$ cat config.mk
export PLATFORM = sky130hd
export DESIGN_NAME = ssr_serial_port
export DESIGN_NICKNAME = d
export VERILOG_FILES = /design/src/rtl/ssr_serial_port.v
export VERILOG_INCLUDE_DIRS = /design/src /design/src/rtl
export SDC_FILE = /design/constraint.sdc
export NUM_CORES = 1
export LEC_CHECK = 0
export ABC_AREA = 1
export BUFFER_PORTS_ARGS = -buffer_cell sky130_fd_sc_hd__buf_2
export CORE_AREA = 4 4 122 124
export DETAILED_ROUTE_END_ITERATION = 16
export DIE_AREA = 0 0 126 128
export SLEW_MARGIN = 20
export SYNTH_ARGS = -nofsm -noshare
export SYNTH_HDL_FRONTEND = slang
export SYNTH_SLANG_ARGS = --single-unit
$ cat constraint.sdc
create_clock -name ref_clk_i -period 2.9 [get_ports ref_clk_i]
set_clock_uncertainty 0.2 [all_clocks]
set_input_delay 0.58 -clock ref_clk_i [delete_from_list [all_inputs] [get_ports ref_clk_i]]
set_output_delay 0.58 -clock ref_clk_i [all_outputs]
set_load 0.02 [all_outputs]
$ cat src/rtl/ssr_map.vh
// register map, field positions, reset values and timing counts of the serial port
`ifndef SSR_MAP_VH
`define SSR_MAP_VH

// ------------------------------------------------------------
// register indices (byte address is four times the index)
// ------------------------------------------------------------
`define SSR_IDX_CTL1   6'h11
`define SSR_IDX_BUF    6'h12
`define SSR_IDX_CTL2   6'h13
`define SSR_IDX_STAT   6'h14
`define SSR_IDX_RELOAD 6'h15

// ------------------------------------------------------------
// field positions
// ------------------------------------------------------------
`define SSR_C1_WRCOL   7
`define SSR_C1_OV      6
`define SSR_C1_EN      5
`define SSR_C1_POL     4
`define SSR_C2_RESTART 1
`define SSR_ST_FULL    0
`define SSR_ST_ACK     1
`define SSR_ST_START   3
`define SSR_ST_STOP    4
`define SSR_ST_COL     5
`define SSR_ST_IRQ     6
`define SSR_ST_BUSY    7

// ------------------------------------------------------------
// reset values and mode codes
// ------------------------------------------------------------
`define SSR_CTL1_RST   8'h00
`define SSR_CTL2_RST   8'h00
`define SSR_RELOAD_RST 8'h00
`define SSR_MODE_SPIM_TMR 4'h3
`define SSR_MODE_SPIS_SS  4'h4
`define SSR_MODE_SPIS     4'h5
`define SSR_MODE_I2CM     4'h8

// ------------------------------------------------------------
// timing counts in ref_clk cycles (half periods of SPI clock)
// ------------------------------------------------------------
`define SSR_SPI_HALF_DIV4  8'h02
`define SSR_SPI_HALF_DIV16 8'h08
`define SSR_SPI_HALF_DIV64 8'h20

`endif

$ cat src/rtl/ssr_serial_port.v
// synchronous serial port: SPI master/slave, I2C slave, I2C master with repeated start
//
// The implementer's own choice: register access over APB.
`include "ssr_map.vh"

module ssr_serial_port
(
  // clock and reset
  input  wire        ref_clk_i,
  input  wire        rst_i,
  // apb slave
  input  wire        psel_i,
  input  wire        penable_i,
  input  wire        pwrite_i,
  input  wire [7:0]  paddr_i,
  input  wire [31:0] pwdata_i,
  output wire [31:0] prdata_o,
  output wire        pready_o,
  output wire        pslverr_o,
  // timer two output pulse
  input  wire        timer_two_tick_i,
  // spi pins
  input  wire        sck_i,
  output wire        sck_o,
  output wire        sck_oe_o,
  output wire        sdo_o,
  output wire        sdo_oe_o,
  input  wire        sdi_i,
  input  wire        ss_n_i,
  output wire        spi_pins_owned_o,
  output wire        ss_pin_owned_o,
  // i2c pins (open drain)
  input  wire        scl_i,
  output wire        scl_o,
  output wire        scl_oe_o,
  input  wire        sda_i,
  output wire        sda_o,
  output wire        sda_oe_o,
  output wire        i2c_pins_owned_o
);

  // ------------------------------------------------------------
  // states of the master engine
  // ------------------------------------------------------------
  localparam [3:0] ST_IDLE    = 4'd0;
  localparam [3:0] ST_RS_SCLL = 4'd1;
  localparam [3:0] ST_RS_SDAH = 4'd2;
  localparam [3:0] ST_RS_SCLR = 4'd3;
  localparam [3:0] ST_RS_BOTH = 4'd4;
  localparam [3:0] ST_RS_SDAL = 4'd5;
  localparam [3:0] ST_TX_LO   = 4'd6;
  localparam [3:0] ST_TX_HI   = 4'd7;
  localparam [3:0] ST_SPI     = 4'd8;

  // ------------------------------------------------------------
  // functions
  // ------------------------------------------------------------
  // address match against a register index
  function sel_reg;
    input [7:0] addr;
    input [5:0] idx;
    begin
      sel_reg = (addr == {idx, 2'b00});
    end
  endfunction

  // rate period: 2*(reload[6:0]+1) cycles, counting down to zero
  function [7:0] rate_load;
    input [7:0] reload;
    begin
      rate_load = {reload[6:0], 1'b1};
    end
  endfunction

  // ------------------------------------------------------------
  // state registers
  // ------------------------------------------------------------
  reg [7:0]  ctl1_ff,   nxt_ctl1;
  reg [7:0]  ctl2_ff,   nxt_ctl2;
  reg [7:0]  reload_ff, nxt_reload;
  reg [7:0]  buf_ff,    nxt_buf;
  reg        full_ff,   nxt_full;
  reg        start_ff,  nxt_start;
  reg        stop_ff,   nxt_stop;
  reg        col_ff,    nxt_col;
  reg        irq_ff,    nxt_irq;
  reg        ack_ff,    nxt_ack;
  reg [3:0]  state_ff,  nxt_state;
  reg [7:0]  cnt_ff,    nxt_cnt;
  reg [7:0]  sh_ff,     nxt_sh;
  reg [3:0]  bit_ff,    nxt_bit;
  reg        rxbit_ff,  nxt_rxbit;
  reg        sck_ff,    nxt_sck;
  reg        scl_low_ff, nxt_scl_low;
  reg        sda_low_ff, nxt_sda_low;
  reg        sck_prev_ff;
  reg        scl_prev_ff;
  reg        sda_prev_ff;
  reg [31:0] prdata_ff;
  reg        rx_done;
  reg [7:0]  rx_byte;
  reg        rs_abort;
  reg        spi_step;
  reg [7:0]  spi_load;
  reg [31:0] rd_mux;

  // ------------------------------------------------------------
  // mode decode
  // ------------------------------------------------------------
  wire [3:0] mode     = ctl1_ff[3:0];
  wire       en       = ctl1_ff[`SSR_C1_EN];
  wire       idle_pol = ctl1_ff[`SSR_C1_POL];
  wire       m_spim   = en & (mode[3:2] == 2'b00);
  wire       m_spis   = en & (mode[3:1] == 3'b010);
  wire       m_i2cs   = en & (mode[3:1] == 3'b011);
  wire       m_i2cm   = en & (mode == `SSR_MODE_I2CM);
  wire       spi_sel  = (mode == `SSR_MODE_SPIS) | ~ss_n_i;
  wire       rs_busy  = ctl2_ff[`SSR_C2_RESTART];
  wire       i2c_own  = m_i2cs | m_i2cm;

  // bus-level start and stop seen on the i2c lines
  wire       start_det = i2c_own & scl_i & scl_prev_ff & sda_prev_ff & ~sda_i;
  wire       stop_det  = i2c_own & scl_i & scl_prev_ff & ~sda_prev_ff & sda_i;

  // ------------------------------------------------------------
  // apb decode; zero wait states, so every access ends in one cycle
  // ------------------------------------------------------------
  wire acc    = psel_i & penable_i;
  wire wr     = acc & pwrite_i;
  wire rd     = acc & ~pwrite_i;
  wire mapped = sel_reg(paddr_i, `SSR_IDX_CTL1) | sel_reg(paddr_i, `SSR_IDX_BUF) |
                sel_reg(paddr_i, `SSR_IDX_CTL2) | sel_reg(paddr_i, `SSR_IDX_STAT) |
                sel_reg(paddr_i, `SSR_IDX_RELOAD);
  wire [7:0] stat = {(state_ff != ST_IDLE), irq_ff, col_ff, stop_ff, start_ff,
                     1'b0, ack_ff, full_ff};

  assign pready_o  = 1'b1;
  assign pslverr_o = acc & ~mapped;
  assign prdata_o  = prdata_ff;

  // read mux; unmapped reads return zero
  always @*
  begin
    rd_mux = 32'h0000_0000;
    if (sel_reg(paddr_i, `SSR_IDX_CTL1))   rd_mux[7:0] = ctl1_ff;
    if (sel_reg(paddr_i, `SSR_IDX_BUF))    rd_mux[7:0] = buf_ff;
    if (sel_reg(paddr_i, `SSR_IDX_CTL2))   rd_mux[7:0] = ctl2_ff;
    if (sel_reg(paddr_i, `SSR_IDX_STAT))   rd_mux[7:0] = stat;
    if (sel_reg(paddr_i, `SSR_IDX_RELOAD)) rd_mux[7:0] = reload_ff;
  end

  // spi master half-period selection
  always @*
  begin
    case (mode[1:0])
      2'b00:   spi_load = `SSR_SPI_HALF_DIV4 - 8'h01;
      2'b01:   spi_load = `SSR_SPI_HALF_DIV16 - 8'h01;
      default: spi_load = `SSR_SPI_HALF_DIV64 - 8'h01;
    endcase
  end

  // ------------------------------------------------------------
  // next-state logic: software first, then engines; hardware sets win
  // ------------------------------------------------------------
  always @*
  begin
    nxt_ctl1    = ctl1_ff;
    nxt_ctl2    = ctl2_ff;
    nxt_reload  = reload_ff;
    nxt_buf     = buf_ff;
    nxt_full    = full_ff;
    nxt_start   = start_ff;
    nxt_stop    = stop_ff;
    nxt_col     = col_ff;
    nxt_irq     = irq_ff;
    nxt_ack     = ack_ff;
    nxt_state   = state_ff;
    nxt_cnt     = cnt_ff;
    nxt_sh      = sh_ff;
    nxt_bit     = bit_ff;
    nxt_rxbit   = rxbit_ff;
    nxt_sck     = sck_ff;
    nxt_scl_low = scl_low_ff;
    nxt_sda_low = sda_low_ff;
    rx_done     = 1'b0;
    rx_byte     = 8'h00;
    rs_abort    = 1'b0;
    spi_step    = 1'b0;

    // software writes
    if (wr & sel_reg(paddr_i, `SSR_IDX_CTL1))
      nxt_ctl1 = pwdata_i[7:0];
    if (wr & sel_reg(paddr_i, `SSR_IDX_RELOAD))
      nxt_reload = pwdata_i[7:0];
    if (wr & sel_reg(paddr_i, `SSR_IDX_STAT))
    begin
      // write one to clear; a same-cycle hardware set still wins below
      if (pwdata_i[`SSR_ST_COL]) nxt_col = 1'b0;
      if (pwdata_i[`SSR_ST_IRQ]) nxt_irq = 1'b0;
    end
    if (rd & sel_reg(paddr_i, `SSR_IDX_BUF))
      nxt_full = 1'b0;
    if (wr & sel_reg(paddr_i, `SSR_IDX_CTL2))
    begin
      nxt_ctl2[7:5] = pwdata_i[7:5];
      if (!rs_busy)
      begin
        nxt_ctl2[4:2] = pwdata_i[4:2];
        nxt_ctl2[0]   = pwdata_i[0];
        // restart only from a quiet master; otherwise the request is dropped
        if (pwdata_i[`SSR_C2_RESTART] & m_i2cm & (state_ff == ST_IDLE))
        begin
          nxt_ctl2[`SSR_C2_RESTART] = 1'b1;
          nxt_state   = ST_RS_SCLL;
          nxt_scl_low = 1'b1;
        end
      end
    end
    if (wr & sel_reg(paddr_i, `SSR_IDX_BUF))
    begin
      if (m_i2cm)
      begin
        if (state_ff != ST_IDLE)
          nxt_ctl1[`SSR_C1_WRCOL] = 1'b1;
        else
        begin
          nxt_sh      = pwdata_i[7:0];
          nxt_bit     = 4'd0;
          nxt_state   = ST_TX_LO;
          nxt_cnt     = rate_load(reload_ff);
          nxt_scl_low = 1'b1;
        end
      end
      else if (m_spim)
      begin
        if (state_ff != ST_IDLE)
          nxt_ctl1[`SSR_C1_WRCOL] = 1'b1;
        else
        begin
          nxt_sh    = pwdata_i[7:0];
          nxt_bit   = 4'd0;
          nxt_state = ST_SPI;
          nxt_cnt   = spi_load;
        end
      end
      else if (m_spis | m_i2cs)
      begin
        if (bit_ff != 4'd0)
          nxt_ctl1[`SSR_C1_WRCOL] = 1'b1;
        else
          nxt_sh = pwdata_i[7:0];
      end
    end

    // master engine: repeated start, i2c byte transmit, spi master byte
    case (state_ff)
      ST_IDLE:
      begin
        nxt_sck = idle_pol;
      end
      ST_RS_SCLL:
      begin
        if (!scl_i)
        begin
          nxt_cnt     = rate_load(reload_ff);
          nxt_sda_low = 1'b0;
          nxt_state   = ST_RS_SDAH;
        end
      end
      ST_RS_SDAH:
      begin
        if (cnt_ff != 8'h00)
          nxt_cnt = cnt_ff - 8'h01;
        else if (sda_i)
        begin
          nxt_scl_low = 1'b0;
          nxt_state   = ST_RS_SCLR;
        end
        else
          rs_abort = 1'b1;
      end
      ST_RS_SCLR:
      begin
        if (scl_i)
        begin
          if (!sda_i)
            rs_abort = 1'b1;
          else
          begin
            nxt_cnt   = rate_load(reload_ff);
            nxt_state = ST_RS_BOTH;
          end
        end
      end
      ST_RS_BOTH:
      begin
        // scl dropping before our sda pull means another master is active
        if (!scl_i || !sda_i)
          rs_abort = 1'b1;
        else if (cnt_ff != 8'h00)
          nxt_cnt = cnt_ff - 8'h01;
        else
        begin
          nxt_sda_low = 1'b1;
          nxt_cnt     = rate_load(reload_ff);
          nxt_state   = ST_RS_SDAL;
        end
      end
      ST_RS_SDAL:
      begin
        if (cnt_ff != 8'h00)
          nxt_cnt = cnt_ff - 8'h01;
        else
        begin
          // no reload here: sda simply stays held low for the next byte
          nxt_ctl2[`SSR_C2_RESTART] = 1'b0;
          nxt_irq   = 1'b1;
          nxt_state = ST_IDLE;
        end
      end
      ST_TX_LO:
      begin
        // change sda only once scl is really low, so no false start or stop
        if (!scl_i)
          nxt_sda_low = ~sh_ff[7];
        if (cnt_ff != 8'h00)
          nxt_cnt = cnt_ff - 8'h01;
        else
        begin
          nxt_scl_low = 1'b0;
          nxt_cnt     = rate_load(reload_ff);
          nxt_state   = ST_TX_HI;
        end
      end
      ST_TX_HI:
      begin
        // the count waits while a slave stretches scl
        if (scl_i)
        begin
          if (cnt_ff != 8'h00)
            nxt_cnt = cnt_ff - 8'h01;
          else
          begin
            nxt_scl_low = 1'b1;
            if (bit_ff == 4'd8)
            begin
              nxt_ack   = ~sda_i;
              nxt_irq   = 1'b1;
              nxt_bit   = 4'd0;
              nxt_state = ST_IDLE;
            end
            else
            begin
              nxt_sh    = {sh_ff[6:0], 1'b1};
              nxt_bit   = bit_ff + 4'd1;
              nxt_cnt   = rate_load(reload_ff);
              nxt_state = ST_TX_LO;
            end
          end
        end
      end
      ST_SPI:
      begin
        if (mode == `SSR_MODE_SPIM_TMR)
          spi_step = timer_two_tick_i;
        else if (cnt_ff != 8'h00)
          nxt_cnt = cnt_ff - 8'h01;
        else
        begin
          spi_step = 1'b1;
          nxt_cnt  = spi_load;
        end
        if (spi_step)
        begin
          nxt_sck = ~sck_ff;
          if (sck_ff == idle_pol)
            nxt_rxbit = sdi_i;
          else
          begin
            nxt_sh  = {sh_ff[6:0], rxbit_ff};
            nxt_bit = bit_ff + 4'd1;
            if (bit_ff == 4'd7)
            begin
              rx_done   = 1'b1;
              rx_byte   = {sh_ff[6:0], rxbit_ff};
              nxt_bit   = 4'd0;
              nxt_state = ST_IDLE;
            end
          end
        end
      end
      default:
      begin
        nxt_state = ST_IDLE;
      end
    endcase

    // collision during restart: let go of both lines and give up
    if (rs_abort)
    begin
      nxt_col     = 1'b1;
      nxt_ctl2[`SSR_C2_RESTART] = 1'b0;
      nxt_scl_low = 1'b0;
      nxt_sda_low = 1'b0;
      nxt_state   = ST_IDLE;
    end

    // spi slave: shift on sck edges while selected
    if (m_spis)
    begin
      if (!spi_sel)
        nxt_bit = 4'd0;
      else if (sck_i != sck_prev_ff)
      begin
        if (sck_i != idle_pol)
          nxt_rxbit = sdi_i;
        else
        begin
          nxt_sh  = {sh_ff[6:0], rxbit_ff};
          nxt_bit = bit_ff + 4'd1;
          if (bit_ff == 4'd7)
          begin
            rx_done = 1'b1;
            rx_byte = {sh_ff[6:0], rxbit_ff};
            nxt_bit = 4'd0;
          end
        end
      end
    end

    // i2c slave: data sampled on scl rise, framing restarted by start
    if (m_i2cs)
    begin
      if (start_det)
        nxt_bit = 4'd0;
      else if (scl_i & ~scl_prev_ff)
      begin
        nxt_sh  = {sh_ff[6:0], sda_i};
        nxt_bit = bit_ff + 4'd1;
        if (bit_ff == 4'd7)
        begin
          rx_done = 1'b1;
          rx_byte = {sh_ff[6:0], sda_i};
          nxt_bit = 4'd0;
        end
      end
    end

    // received byte: overflow keeps the old buffer and drops the new byte
    if (rx_done)
    begin
      if (full_ff & ~m_spim & ~(rd & sel_reg(paddr_i, `SSR_IDX_BUF)))
        nxt_ctl1[`SSR_C1_OV] = 1'b1;
      else
      begin
        nxt_buf  = rx_byte;
        nxt_full = 1'b1;
        nxt_irq  = 1'b1;
      end
    end

    // bus condition status
    if (start_det)
    begin
      nxt_start = 1'b1;
      nxt_stop  = 1'b0;
    end
    if (stop_det)
    begin
      nxt_stop  = 1'b1;
      nxt_start = 1'b0;
    end

    // disabled port: engines parked, lines released
    if (!nxt_ctl1[`SSR_C1_EN])
    begin
      nxt_state   = ST_IDLE;
      nxt_scl_low = 1'b0;
      nxt_sda_low = 1'b0;
      nxt_bit     = 4'd0;
      nxt_ctl2[`SSR_C2_RESTART] = 1'b0;
    end
  end

  // ------------------------------------------------------------
  // flip-flops
  // ------------------------------------------------------------
  always @(posedge ref_clk_i or posedge rst_i)
  begin
    if (rst_i)
    begin
      ctl1_ff     <= `SSR_CTL1_RST;
      ctl2_ff     <= `SSR_CTL2_RST;
      reload_ff   <= `SSR_RELOAD_RST;
      buf_ff      <= 8'h00;
      full_ff     <= 1'b0;
      start_ff    <= 1'b0;
      stop_ff     <= 1'b0;
      col_ff      <= 1'b0;
      irq_ff      <= 1'b0;
      ack_ff      <= 1'b0;
      state_ff    <= ST_IDLE;
      cnt_ff      <= 8'h00;
      sh_ff       <= 8'h00;
      bit_ff      <= 4'd0;
      rxbit_ff    <= 1'b0;
      sck_ff      <= 1'b0;
      scl_low_ff  <= 1'b0;
      sda_low_ff  <= 1'b0;
      sck_prev_ff <= 1'b0;
      scl_prev_ff <= 1'b1;
      sda_prev_ff <= 1'b1;
      prdata_ff   <= 32'h0000_0000;
    end
    else
    begin
      ctl1_ff     <= nxt_ctl1;
      ctl2_ff     <= nxt_ctl2;
      reload_ff   <= nxt_reload;
      buf_ff      <= nxt_buf;
      full_ff     <= nxt_full;
      start_ff    <= nxt_start;
      stop_ff     <= nxt_stop;
      col_ff      <= nxt_col;
      irq_ff      <= nxt_irq;
      ack_ff      <= nxt_ack;
      state_ff    <= nxt_state;
      cnt_ff      <= nxt_cnt;
      sh_ff       <= nxt_sh;
      bit_ff      <= nxt_bit;
      rxbit_ff    <= nxt_rxbit;
      sck_ff      <= nxt_sck;
      scl_low_ff  <= nxt_scl_low;
      sda_low_ff  <= nxt_sda_low;
      sck_prev_ff <= sck_i;
      scl_prev_ff <= scl_i;
      sda_prev_ff <= sda_i;
      // read data captured in the setup cycle, stable through access
      if (psel_i & ~penable_i)
        prdata_ff <= rd_mux;
    end
  end

  // ------------------------------------------------------------
  // pin drive
  // ------------------------------------------------------------
  assign spi_pins_owned_o = m_spim | m_spis;
  assign ss_pin_owned_o   = en & (mode == `SSR_MODE_SPIS_SS);
  assign i2c_pins_owned_o = i2c_own;
  assign sck_o    = sck_ff;
  assign sck_oe_o = m_spim;
  assign sdo_o    = sh_ff[7];
  assign sdo_oe_o = m_spim | (m_spis & spi_sel);
  assign scl_o    = 1'b0;
  assign sda_o    = 1'b0;
  // slave stretch only follows the polarity bit; the master ignores it
  assign scl_oe_o = (m_i2cm & scl_low_ff) | (m_i2cs & ~idle_pol);
  assign sda_oe_o = m_i2cm & sda_low_ff;

endmodule // ssr_serial_port
==> summary by stage <==
Run status
The flow ran to the end, and the final reports show no timing, DRC or antenna violations.

Setup path
The number of cells on the worst reg-to-reg path is 11. STA puts the critical path data required time at 2940 ps. The endpoint identified for the worst register-to-register timing path is cnt_ff[2]$_DFF_PP0_.

STA classifies the critical path endpoint as a flip-flop. The worst setup path is launched from a flip-flop. The critical setup path kind is reg2reg. The launching point of the worst reg2reg path is cnt_ff[0]$_DFF_PP0_.

Data arrives at the worst endpoint at 2620 ps. The highest net fanout along the worst path is 18. In this run the register-to-register setup slack is 320 ps.

CTS
After clock tree synthesis, the setup repair step added 0 buffers. The maximum buffer depth of the clock tree is 2. The number of sinks driven by the clock tree is 77. TritonCTS built the clock tree. TritonCTS created 9 clock buffers. At the later pin of the worst-skew pair, clock insertion delay measures 360 ps. After clock tree synthesis, the clock-pin slew on the worst setup and hold paths is 70 ps.

The clock tree synthesis step divided the H-tree into 3 levels. The buffer cell driving the clock tree root is clkbuf_16.

Drt
The wire length after detailed routing is 19100 um. For this run, the detailed router's first-pass iteration total came to 5. The number of vias in the routed layout is 6069. The number of design rule violations left after detail routing is 0. The routed length per placed instance is 16.6 um. Using the TritonRoute via totals, the vias-per-cell ratio works out to 5.27. In this run the remaining antenna-violating nets after routing total 0. The violation count after the first detailed-routing iteration is 569.

Timing
Setup slack on the critical path of the routed design comes to 319 ps. Setup repair after global routing left no endpoint under its margin. Summed over all failing endpoints, the final setup total negative slack is 0 ps.

The number of endpoints with negative hold slack in the final report is 0. The final max-slew violation count is 0. The final worst-path cycle share is 89.0%. The worst path in the final design needs a cycle of 2580 ps, including I/O delays and setup.

Setup violations remaining at the end of the flow were counted as 0. The maximum clock frequency is 0.387 GHz.

Placed design
The final weighted congestion in routability-driven placement is 0.969. The placed wire-length estimate is 14700 um. The number of buffer cells added on primary ports is 44. At the placement stage, the worst setup path has a slack of 359 ps.

Synth
The library cell with the largest summed area after synthesis is dfrtp_1. For this run, the number of Yosys warnings is 0. Ranked by total cell area, the synthesized netlist is headed by dfrtp_1 31%, nand2_1 17%, inv_1 7.0%.

The number of standard cells after synthesis is 912. The most used flip-flop cell after synthesis is dfrtp_1. The fraction of synthesized cell area taken by the top area cell type is 31.0%. The proportion of synthesized flip-flops having asynchronous set or reset is 100%. The share of the Yosys chip area taken by registers is 31.8%. In this run, synthesis inferred 0 flip-flops with an integrated enable. The average footprint of a synthesized cell is 6.64 um2.

After synthesis, the netlist uses 56 different library cells. The post-synthesis register bit count is 77. The synthesized netlist occupies a cell area of 6060 um2.

Cells and area
The count of nets after finishing is 1021. The total of fill cells in the finished design is 1489. The number of antenna diodes in the final layout is 0. The area growth from synthesis to layout is 11.3%.

In the final layout, the share of cells above drive strength 1 is 15.9%. The sequential standard cell area is 1930 um2. Summing all multi-input logic gate instances after layout gives 3450 um2.

Power
Summed over all cells, the static leakage comes to 3.43 nW. The worst ir drop on vdd is 0.334 mV. The total power density per cell area is 353 nW/um2.

Global routing
The via count of the first global-routing pass is 5665. The met3 global-route usage is 4.17%. The global routing stage identified its most utilized layer as met2. The met2 track demand over resource in global routing is 36.7%.

The first global-routing pass estimated 30700 um of wire. The number of antenna violations at the first check in global routing is 0. The global router's overall resource usage is 24.1%. The maximum number of pins on one net before global-route repair is 43. The total overflow reported by the global router is 0. Global routing used 34.7% of the available met1 tracks.

Floorplanning
The floorplan step defined a die boundary enclosing 16100 um2. The floorplan has 43 rows. Pin placement for this block handled 96 I/O pins. The core region is 13800 um2. Measured along the x axis, the die boundary spans 126 um. The effective utilization at floorplan is 44.0%. The die is 128 um tall.

Run
The number of violations of the max-capacitance limit is 0.

Min path
The kind of path behind the tightest hold check is in2reg. The start point of the worst hold path is scl_i. The path with the worst hold slack has its endpoint at scl_prev_ff$_DFF_PP1_.

The number of cells on the worst hold path is 1.
-- worst max-delay path by stage --
stage,startpoint,endpoint,slack (ps),depth (start not counted)
after floorplan,rst_i,ack_ff$_DFFE_PP0P_,160,1
after global placement,paddr_i[7],sh_ff[0]$_DFF_PP0_,370,11
after detailed placement,paddr_i[5],sh_ff[0]$_DFF_PP0_,360,11
after CTS,cnt_ff[0]$_DFF_PP0_,cnt_ff[2]$_DFF_PP0_,380,11
after global routing,cnt_ff[0]$_DFF_PP0_,cnt_ff[2]$_DFF_PP0_,100,11
final,cnt_ff[0]$_DFF_PP0_,cnt_ff[2]$_DFF_PP0_,320,11
-- critical path, stage by stage, from the launching register on --
cell	delay, ps
dfrtp_1	390
inv_1	120
ha_1	270
nand2_1	80
nor2_1	180
nand2_2	280
o21ai_0	470
o211ai_1	150
nand3_1	110
nand2_1	60
nor2_1	90
nand3_1	70
-- metal layers --
| metal | part of all wire, % | up-vias |
|---|---|---|
| li1 | - | 3018 |
| met1 | 47 | 2786 |
| met2 | 44 | 231 |
| met3 | 6.8 | 34 |
| met4 | 2.3 | 0 |
| met5 | 0 | - |
-- metrics by stage --
stage	total power [mW]	cell area [um2]	instances	hold slack, ps	utilization, %
global route	2.48	6740	1152	171	48.9
global placement	1.29	6450	1135	262	46.8
finish	2.38	6740	1152	181	48.9
detailed placement	1.29	6450	1135	265	46.8
floorplan	1.25	6150	937	246	-
CTS	2.40	6740	1152	166	48.9
-- cells in the mapped netlist, types with 6 or more instances --
cell	count
nand2_1	268
inv_2	11
nand4_1	8
o21ai_1	13
o21ai_2	9
dfrtp_1	75
o21ai_0	76
buf_2	6
nand2_2	19
o22ai_1	7
inv_1	113
o211ai_1	9
xor2_1	9
nor2_1	80
nand3_1	56
nor3_1	7
buf_4	28
a21oi_1	35
-- placed cells by master, fill, tap and decap left out, types with 4 or more instances in the layout --
cell       instances
conb_1            27
a21oi_1           35
o22ai_1            7
o221ai_1           5
o211ai_1           9
nor2_1            80
xor2_1             9
buf_4             16
o21ai_2            9
nand2_1          268
nand2_2           19
inv_1            112
nand4_1            8
o2111ai_1          5
nor3_1             7
buf_2             44
o21ai_1           13
inv_2             11
nand3_1           56
nor2_2             5
dfrtp_1           75
o31ai_1            4
nand3_2            4
o21ai_0           76
clkbuf_16          9
nand3_4            4
-- cell families (layout without fill, tap and decap cells) --
kind of cell	Yosys count	in the layout	synth area share, %
multiplexers	1	1	0.186
flip-flops	77	77	31.8
adder cells (fa/ha/maj)	3	3	0.620
XOR/XNOR	10	10	1.45
buffers and inverters	171	206	12.8
AO/OA/AOI/OAI	178	178	17.4
AND/OR/NAND/NOR	470	470	35.6
other	2	27	0.124
-- where the power goes --
part           internal (mW)  leakage, nW  switching [mW]
clock                  0.590        0.130           0.515
sequential              1.08        0.991         0.00983
combinational         0.0424         2.31           0.135
total                   1.72         3.43           0.661
-- sequential cells by signal, indices dropped and copies added (netlist names), 4 cells and up --
name,count
bit_ff,4
buf_ff,8
cnt_ff,8
ctl1_ff,8
ctl2_ff,8
prdata_o,8
reload_ff,8
sh_ff,8
state_ff,4
-- layout make-up --
cell class                      instances  share of cell area [%]
Multi-Input combinational cell        689                    51.1
Tap cell                              180                    3.34
Sequential cell                        77                    28.6
Clock buffer                            9                    3.34
Timing Repair Buffer                   62                    5.49
Clock inverter                          7                   0.835
Inverter                              128                    7.26
-- repair_timing --
item                                   in CTS  in global routing
endpoints found under the hold margin      14                  0
resized for setup                           0                  0
hold buffers                                1                  0
Note: power is estimated with default switching activity, not from simulation.
